===== config.mk =====
export PLATFORM = sky130hd
export DESIGN_NAME = sensor_cfg_regs
export DESIGN_NICKNAME = d
export VERILOG_FILES = /design/src/inc/sensor_cfg_pkg.sv /design/src/hw/link_sync.sv /design/src/hw/sensor_cfg_regs.sv
export VERILOG_INCLUDE_DIRS = /design/src /design/src/inc
export SDC_FILE = /design/constraint.sdc
export NUM_CORES = 1
export LEC_CHECK = 0
export BUFFER_PORTS_ARGS = -buffer_cell sky130_fd_sc_hd__buf_2
export CAP_MARGIN = 0
export CORE_MARGIN = 5
export CORE_UTILIZATION = 44
export DETAILED_ROUTE_END_ITERATION = 7
export PLACE_DENSITY = 0.74
export SLEW_MARGIN = 40
export SYNTH_ARGS = -nofsm -noshare
export SYNTH_HDL_FRONTEND = slang
export SYNTH_SLANG_ARGS = --single-unit

===== constraint.sdc =====
create_clock -name clk_i -period 3.5 [get_ports clk_i]
set_clock_uncertainty 0.15 [all_clocks]
set_input_delay 0.35 -clock clk_i [delete_from_list [all_inputs] [get_ports clk_i]]
set_output_delay 0.35 -clock clk_i [all_outputs]
set_load 0.01 [all_outputs]

===== src/inc/sensor_cfg_params.svh =====
// offsets, field positions and reset values of the sensor configuration block
//
// Overview of operation
// bit7 enables packet check, bit6 disables parity
// rstdaa or bus reset restores both check bits
// bit5 read-only shows active bus protocol
// bit4 selects auto or host read pointer
// origin bits 3:2, code 00 is register 49
// host never writes reserved field encodings
// host ends configuration writes with stop
// temperature clear command register at 13h
// write-one wipes the four temperature flags, reads zero
// writing zero leaves temperature flags untouched
// log packet check and parity errors, clear 14h
// error clear works only in i3c mode
// bit1 wipes packet error, bit0 parity error
// writing zero leaves error flags untouched
// host changes burst bit only in i3c
// reserved bits read zero, writes ignored
`ifndef SENSOR_CFG_PARAMS_SVH
`define SENSOR_CFG_PARAMS_SVH

// ----------------------------------------
// register offsets
// ----------------------------------------
`define ADDR_DEV_CFG 8'h12
`define ADDR_TEMP_CLR 8'h13
`define ADDR_ERR_CLR 8'h14
`define ADDR_CUR_TEMP 8'h31

// ----------------------------------------
// field positions
// ----------------------------------------
`define CFG_PCE_BIT 7
`define CFG_TDIS_BIT 6
`define CFG_PROTO_BIT 5
`define CFG_APE_BIT 4
`define CFG_ORG_HI 3
`define CFG_ORG_LO 2
`define CFG_BURST_BIT 1
`define ERR_PEC_BIT 1
`define ERR_TBIT_BIT 0
`define ORIGIN_CUR_TEMP 2'h0

// ----------------------------------------
// reset values
// ----------------------------------------
`define CFG_RESET 8'h00
`define BYTE_ZERO 8'h00

`endif


===== src/inc/sensor_cfg_pkg.sv =====
// types shared by the sensor configuration block
package sensor_cfg_pkg;

  // ----------------------------------------
  // register port request from the protocol engine
  // ----------------------------------------
  typedef struct packed {
    logic wr;
    logic rd;
    logic [7:0] addr;
    logic [7:0] wdata;
  } reg_req_t;

  // ----------------------------------------
  // writable configuration fields
  // ----------------------------------------
  typedef struct packed {
    logic packet_check_enable;
    logic tbit_check_disable;
    logic auto_read_pointer_enable;
    logic [1:0] auto_read_pointer_origin;
    logic auto_read_burst_length;
  } cfg_t;

  // ----------------------------------------
  // whole state of the register bank
  // ----------------------------------------
  typedef struct packed {
    cfg_t cfg;
    logic [3:0] temp_wipe;
    logic packet_check_error_flag;
    logic tbit_error_flag;
    logic [7:0] rdata;
    logic rvalid;
    logic [7:0] rd_start;
  } bank_state_t;

endpackage : sensor_cfg_pkg


===== src/hw/link_sync.sv =====
// two-flop synchroniser with toggle-to-pulse conversion
`timescale 1ns/1ns
module link_sync #(
  parameter int W = 1
) (
  input wire logic clk_i,
  input wire logic resetn_i,
  input wire logic [W-1:0] async_i,
  output logic [W-1:0] level_o,
  output logic [W-1:0] toggle_o
);
  logic [W-1:0] meta_r;
  logic [W-1:0] sync_r;
  logic [W-1:0] prev_r;

  // ----------------------------------------
  // per-bit crossing
  // ----------------------------------------
  genvar g;
  generate
    for (g = 0; g < W; g++) begin : g_bit
      // first flop feeds only the second
      always_ff @(posedge clk_i or negedge resetn_i) begin
        if (!resetn_i) begin
          meta_r[g] <= 1'b0;
          sync_r[g] <= 1'b0;
          prev_r[g] <= 1'b0;
        end else begin
          meta_r[g] <= async_i[g];
          sync_r[g] <= meta_r[g];
          prev_r[g] <= sync_r[g];
        end
      end
      assign level_o[g] = sync_r[g];
      assign toggle_o[g] = sync_r[g] ^ prev_r[g];
    end
  endgenerate
endmodule : link_sync


===== src/hw/sensor_cfg_regs.sv =====
// configuration and clear-command register bank of the temperature sensor
`timescale 1ns/1ns
`include "sensor_cfg_params.svh"
module sensor_cfg_regs (
  input wire logic clk_i,
  input wire logic resetn_i,
  input wire sensor_cfg_pkg::reg_req_t req_i,
  input wire logic [7:0] host_ptr_i,
  input wire logic i3c_mode_i,
  input wire logic rstdaa_tgl_i,
  input wire logic bus_reset_tgl_i,
  input wire logic pec_err_tgl_i,
  input wire logic tbit_err_tgl_i,
  output logic [7:0] rdata_o,
  output logic rvalid_o,
  output logic [7:0] read_start_addr_o,
  output logic packet_check_enable_o,
  output logic tbit_check_disable_o,
  output logic auto_read_burst_length_o,
  output logic active_bus_protocol_flag_o,
  output logic wipe_critical_low_flag_o,
  output logic wipe_critical_high_flag_o,
  output logic wipe_low_limit_flag_o,
  output logic wipe_high_limit_flag_o,
  output logic packet_check_error_flag_o,
  output logic tbit_error_flag_o
);
  sensor_cfg_pkg::bank_state_t st_r;
  sensor_cfg_pkg::bank_state_t st_nxt;
  logic [4:0] lvl;
  logic [4:0] tgl;
  logic i3c;
  logic ev_rstdaa;
  logic ev_busrst;
  logic ev_pec;
  logic ev_tbit;
  logic wr_cfg;
  logic wr_tclr;
  logic wr_eclr;
  logic [7:0] cfg_view;

  // ----------------------------------------
  // link-side crossing
  // ----------------------------------------
  // events come as toggles so no pulse is lost to the slower link clock
  link_sync #(
    .W(5)
  ) u_sync (
    .clk_i(clk_i),
    .resetn_i(resetn_i),
    .async_i({i3c_mode_i, rstdaa_tgl_i, bus_reset_tgl_i, pec_err_tgl_i, tbit_err_tgl_i}),
    .level_o(lvl),
    .toggle_o(tgl)
  );

  assign i3c = lvl[4];
  assign ev_rstdaa = tgl[3];
  assign ev_busrst = tgl[2];
  assign ev_pec = tgl[1];
  assign ev_tbit = tgl[0];

  // ----------------------------------------
  // decode
  // ----------------------------------------
  assign wr_cfg = req_i.wr && (req_i.addr == `ADDR_DEV_CFG);
  assign wr_tclr = req_i.wr && (req_i.addr == `ADDR_TEMP_CLR);
  assign wr_eclr = req_i.wr && (req_i.addr == `ADDR_ERR_CLR);

  always_comb begin
    cfg_view = `BYTE_ZERO;
    cfg_view[`CFG_PCE_BIT] = st_r.cfg.packet_check_enable;
    cfg_view[`CFG_TDIS_BIT] = st_r.cfg.tbit_check_disable;
    cfg_view[`CFG_PROTO_BIT] = i3c;
    cfg_view[`CFG_APE_BIT] = st_r.cfg.auto_read_pointer_enable;
    cfg_view[`CFG_ORG_HI:`CFG_ORG_LO] = st_r.cfg.auto_read_pointer_origin;
    cfg_view[`CFG_BURST_BIT] = st_r.cfg.auto_read_burst_length;
  end

  // ----------------------------------------
  // next state
  // ----------------------------------------
  always_comb begin
    st_nxt = st_r;
    st_nxt.temp_wipe = 4'h0;
    st_nxt.rvalid = 1'b0;
    if (wr_cfg) begin
      st_nxt.cfg.packet_check_enable = req_i.wdata[`CFG_PCE_BIT];
      st_nxt.cfg.tbit_check_disable = req_i.wdata[`CFG_TDIS_BIT];
      st_nxt.cfg.auto_read_pointer_enable = req_i.wdata[`CFG_APE_BIT];
      st_nxt.cfg.auto_read_pointer_origin = req_i.wdata[`CFG_ORG_HI:`CFG_ORG_LO];
      st_nxt.cfg.auto_read_burst_length = req_i.wdata[`CFG_BURST_BIT];
    end
    // bus-level reset of the check bits wins over a same-cycle write
    if (ev_rstdaa || ev_busrst) begin
      st_nxt.cfg.packet_check_enable = 1'b0;
      st_nxt.cfg.tbit_check_disable = 1'b0;
    end
    if (wr_tclr) begin
      st_nxt.temp_wipe = req_i.wdata[3:0];
    end
    if (wr_eclr && i3c) begin
      if (req_i.wdata[`ERR_PEC_BIT]) begin
        st_nxt.packet_check_error_flag = 1'b0;
      end
      if (req_i.wdata[`ERR_TBIT_BIT]) begin
        st_nxt.tbit_error_flag = 1'b0;
      end
    end
    // new error beats a clear in the same cycle
    if (ev_pec) begin
      st_nxt.packet_check_error_flag = 1'b1;
    end
    if (ev_tbit) begin
      st_nxt.tbit_error_flag = 1'b1;
    end
    if (req_i.rd) begin
      st_nxt.rvalid = 1'b1;
      case (req_i.addr)
        `ADDR_DEV_CFG: begin
          st_nxt.rdata = cfg_view;
        end
        default: begin
          st_nxt.rdata = `BYTE_ZERO;
        end
      endcase
    end
    // only origin 00 is defined; reserved codes fall back to it
    if (st_r.cfg.auto_read_pointer_enable) begin
      st_nxt.rd_start = `ADDR_CUR_TEMP;
    end else begin
      st_nxt.rd_start = host_ptr_i;
    end
  end

  always_ff @(posedge clk_i or negedge resetn_i) begin
    if (!resetn_i) begin
      st_r <= '0;
    end else begin
      st_r <= st_nxt;
    end
  end

  // ----------------------------------------
  // outputs
  // ----------------------------------------
  assign rdata_o = st_r.rdata;
  assign rvalid_o = st_r.rvalid;
  assign read_start_addr_o = st_r.rd_start;
  assign packet_check_enable_o = st_r.cfg.packet_check_enable;
  assign tbit_check_disable_o = st_r.cfg.tbit_check_disable;
  assign auto_read_burst_length_o = st_r.cfg.auto_read_burst_length;
  assign active_bus_protocol_flag_o = i3c;
  assign wipe_critical_low_flag_o = st_r.temp_wipe[3];
  assign wipe_critical_high_flag_o = st_r.temp_wipe[2];
  assign wipe_low_limit_flag_o = st_r.temp_wipe[1];
  assign wipe_high_limit_flag_o = st_r.temp_wipe[0];
  assign packet_check_error_flag_o = st_r.packet_check_error_flag;
  assign tbit_error_flag_o = st_r.tbit_error_flag;
endmodule : sensor_cfg_regs


### Yosys cells after proc, flatten, opt, wreduce, memory -nomap -nowiden

Index checks and enable logic that the tools add are counted.

* register bits: 43
* bits of input ports: 33
* word-level logic and storage cells: 55

* equality and inequality tests: 3
* multiplexer cells: 11
* bitwise operators: 4
* reductions and logical operators: 12

Operators by type and width (count)
* == test 8 x 5 -> 1 bit (second input constant): 3
* two-way mux 8 bit: 2
* nonzero test 2 bit: 5
* two-way mux 6 bit: 1
* two-way mux 1 bit: 5
* logical AND 1 bit: 4
* two-way mux 2 bit: 2
* two-way mux 4 bit: 1
* AND reduction 2 bit: 2
* bitwise XOR 1 bit: 4
* logical OR 1 bit: 1

### Depth between registers and ports, before layout

* depth in word-level cells: 5
* mapped depth: 4

### Cells and area by module

Synthesis repeated with hierarchy kept, for this count alone.

* cells, all modules: 113
* area, all modules: 1544.0 um^2

By module, submodules not included
* sensor_cfg_regs: times used 1, cells each 93, area an instance 1124.8 um^2, seq. area each 700.7 um^2
* link_sync: times used 1, cells each 20, area an instance 419.2 um^2, seq. area each 375.4 um^2

### Worst setup path before layout

Ideal clock, no wire load.

* path kind: in2reg
* start point: input req_i[8] in the netlist's numbering
* end point: register st_r (netlist bit auto_read_burst_length_o)
* arrival: 1312 ps
* data required time: 3225 ps
* slack: 1914 ps
* cell stages on the path: 4
* path buffers: 1
* cell sequence: nor4b_1 and3_1 buf_4 mux2_2

* longest elaborated chain between the ends: 2

RTL lines
* start: declaration: line sensor_cfg_regs.sv:7 `input wire sensor_cfg_pkg::reg_req_t req_i,`
* == test 8 x 5 -> 1 bit
* logical AND 1 bit: line sensor_cfg_regs.sv:65 `` assign wr_cfg = req_i.wr && (req_i.addr == `ADDR_DEV_CFG); ``
* end signal: assignment: line sensor_cfg_regs.sv:139 `st_r <= st_nxt;`
* end: declaration: line sensor_cfg_regs.sv:28 `sensor_cfg_pkg::bank_state_t st_r;`

No other way between the ends.
A chain may end at the register's enable or synchronous reset.

### Worst setup path after layout

* start point: register u_sync.sync_r[4] (netlist: u_sync.level_o[4])
* end point: register st_r (netlist bit packet_check_error_flag_o)

* longest elaborated chain between the ends: 3

RTL lines
* start: declaration: line link_sync.sv:13 `logic [W-1:0] sync_r;`
* start signal: indexed assignment: line link_sync.sv:30 `sync_r[g] <= meta_r[g];`
* logical AND 1 bit: line sensor_cfg_regs.sv:101 `if (wr_eclr && i3c) begin`
* nonzero test 2 bit (no line)
* AND reduction 2 bit (no line)

No other way between the ends.

==> flow_summary.ini <==
[outcome]
status = finished, final reports clean

[logic_synthesis]
synthTopCellsByArea = dfrtp_1 (70%), inv_1 (3.0%), mux2_2 (3.0%)
syn-instance-count = 114
synth_most_common_cell = dfrtp_1
ys_ff_latch = 42
ys_types = 23
synth_fp_nets = 147
synth_warnings = 0
ys.flop_type = dfrtp_1
async_reset_ff_share_pct = 100
synth_top_area_share_pct = 70.4
yosysSeqAreaShare_pct = 70.4
netlist_area_sq_mm = 0.00149
synthTopCellsByCount = dfrtp_1 (42), inv_1 (12), nand2_1 (8)
avgSynthCellArea_sq_um = 13.1
synth-edff-count = 0
synth_top_area_cell = dfrtp_1

[global_route]
antenna_found_initial = 0
grt_first_pass_wirelength_microns = 4620
grt_pass1_vias = 1067
grt_overflow = 0
grtUsageTotal_pct = 14.0
grt_max_degree = 43
met3_usage_pct = 4.11
grt-busiest-layer = met2
met2_usage_pct = 24.9
grtUsageMet1_pct = 13.5

[setup_path]
crit_path_end_kind = register
arrival_ns = 1.65
endpoint = packet_check_error_flag_o
critPathLaunchType = register
r2r_cells = 3
reg2reg_slack_ns = 1.93
worstReg2RegEnd = packet_check_error_flag_o
cp_max_fo = 3
crit_start = u_sync.level_o[4]
path_class = reg2reg
r2r-start = u_sync.level_o[4]
worst_ep_required_time_ns = 3.58

[cts]
cts-resized-gates = 0
clock-sinks = 42
clk_path_buf_depth = 2
htreeDepth = 2
cts_root_buffer = clkbuf_4
cts_tree = yes
clk_latency_ns = 0.35
cts_buffers = 5
clkTransAtPathRegs_ns = 0.12

[timing]
finalCritPeriodShare_pct = 44.8
rsz0062_at_grt = false
setup_viol = 0
hold_viol = 0
final-max-slew-violation-count = 0
tightest_slew_ns = 0.501
max_freq_mhz = 638
relSlewSlack_pct = 66.6
finalWorstPathRequiredPeriod_ns = 1.57
setup_tns_ns = 0

[placement]
dp_hpwl_microns = 2140
place_area_sq_mm = 0.00182
gp_congestion = 0.801
io_buffers = 57
placed_cells = 214

[job]
drv_cap = 0

[layout]
n_fill_cell = 273
syn_to_final_growth_pct = 33.4
nets = 214
multi_input_area_sq_um = 378
diodes = 0
drive_gt1_share_pct = 40.7
final_area_sq_mm = 0.00199
layout.cells.non_filler = 228
seqCellArea_sq_mm = 0.00105
final_util_pct = 60.1

[hold_path]
worstHoldPathType = in2reg

[die]
core_sq_mm = 0.00331
fp.dieW_microns = 68.2
rows = 21
die-area_sq_mm = 0.00466
io_pins = 60
dieHeight_microns = 68.2
start_util_pct = 45.1

[routing]
wl_per_cell_microns = 12.7
dr.first_iter.drc_count = 31
routed_wirelength_microns = 2900
drc = 0
via_per_inst = 4.59
ant_nets = 0
dr_total_vias = 1047
dr.pass1.iters = 4

[pwr]
peakVddDrop_uv = 276
power_density_mw_per_mm2 = 485
leakage_nw = 0.995
## worst min path at each step
stage | depth (start not counted) | slack (ns) | startpoint | end
6_report | 2 | 0.03 | host_ptr_i[0] | read_start_addr_o[0]
5_1_grt | 2 | 0.008 | host_ptr_i[0] | read_start_addr_o[0]
4_1_cts | 2 | 0.009 | host_ptr_i[0] | read_start_addr_o[0]
3_5_place_dp | 0 | 0.18 | u_sync.meta_r[1] | u_sync.level_o[1]
3_3_place_gp | 0 | 0.18 | u_sync.meta_r[2] | u_sync.level_o[2]
2_1_floorplan | 0 | -0.1 | resetn_i | auto_read_burst_length_o
## placed cells by master (no fill, tap or decap), types with 5 or more instances in the layout
master | netlist | layout
nor2b_1 | 7 | 7
dfrtp_1 | 42 | 42
nand3_1 | 7 | 7
nand2_1 | 8 | 8
buf_2 | 0 | 56
clkbuf_4 | 0 | 5
inv_1 | 12 | 12
o22ai_1 | 7 | 7
dlygate4sd3_1 | 0 | 6
## flip-flops by register name (all words and copies together) (netlist names)
name and count:
wipe_critical_high_flag_o 1, wipe_high_limit_flag_o 1, tbit_error_flag_o 1, u_sync.level_o 5
cfg_view 3, tbit_check_disable_o 1, wipe_low_limit_flag_o 1, u_sync.prev_r 4
packet_check_enable_o 1, u_sync.meta_r 5, rvalid_o 1, auto_read_burst_length_o 1
read_start_addr_o 8, packet_check_error_flag_o 1, rdata_o 7, wipe_critical_low_flag_o 1
## final cells by class
cell class / instances / area share (%)
inverters: 12 / 2.26
clock buffers: 6 / 2.58
clock inverters: 2 / 3.02
flip-flops and latches: 42 / 52.8
repair buffers: 63 / 17.5
multi-input cells: 57 / 19.0
well taps: 46 / 2.89
## where the power goes
group / switching (mW) / internal, mW
Clock: 0.149 / 0.242
Sequential: 0.00729 / 0.501
Combinational: 0.0331 / 0.0328
Total: 0.190 / 0.775
## logic make-up after synthesis
logic type,synth area share [%]
flops,70.4
simple gates,14.8
buf+inv,4.27
compound gates,4.78
mux,4.36
xor+xnor,1.17
other cells,0.251
## routing by layer
layer | up-vias | part of all wire, %
met3 | 12 | 4.9
met2 | 26 | 56
met5 | - | 0
met4 | 0 | 3.3
met1 | 497 | 36
li1 | 512 | -
## metrics by stage
| stage | hold WS, ns | total power, mW | setup WS (ns) |
|---|---|---|---|
| floorplan | -0.0956 | 0.540 | 1.91 |
| CTS | 0.00950 | 0.978 | 1.94 |
| global placement | 0.183 | 0.576 | 1.63 |
| finish | 0.0260 | 0.965 | 1.93 |
| global route | 0.00819 | 1.01 | 1.84 |
| detailed placement | 0.185 | 0.579 | 1.62 |
## worst max-delay path, stage by stage (launching register included)
cell and delay (ns):
dfrtp_1 0.41, or4bb_1 0.45, o41ai_1 0.32, nand3_1 0.13
## repair_timing
item / in CTS / in global routing
hold endpoints to repair: 47 / 0
setup buffers: 0 / 0
hold buffers: 6 / 0
Power figures use the tool's default switching activity.
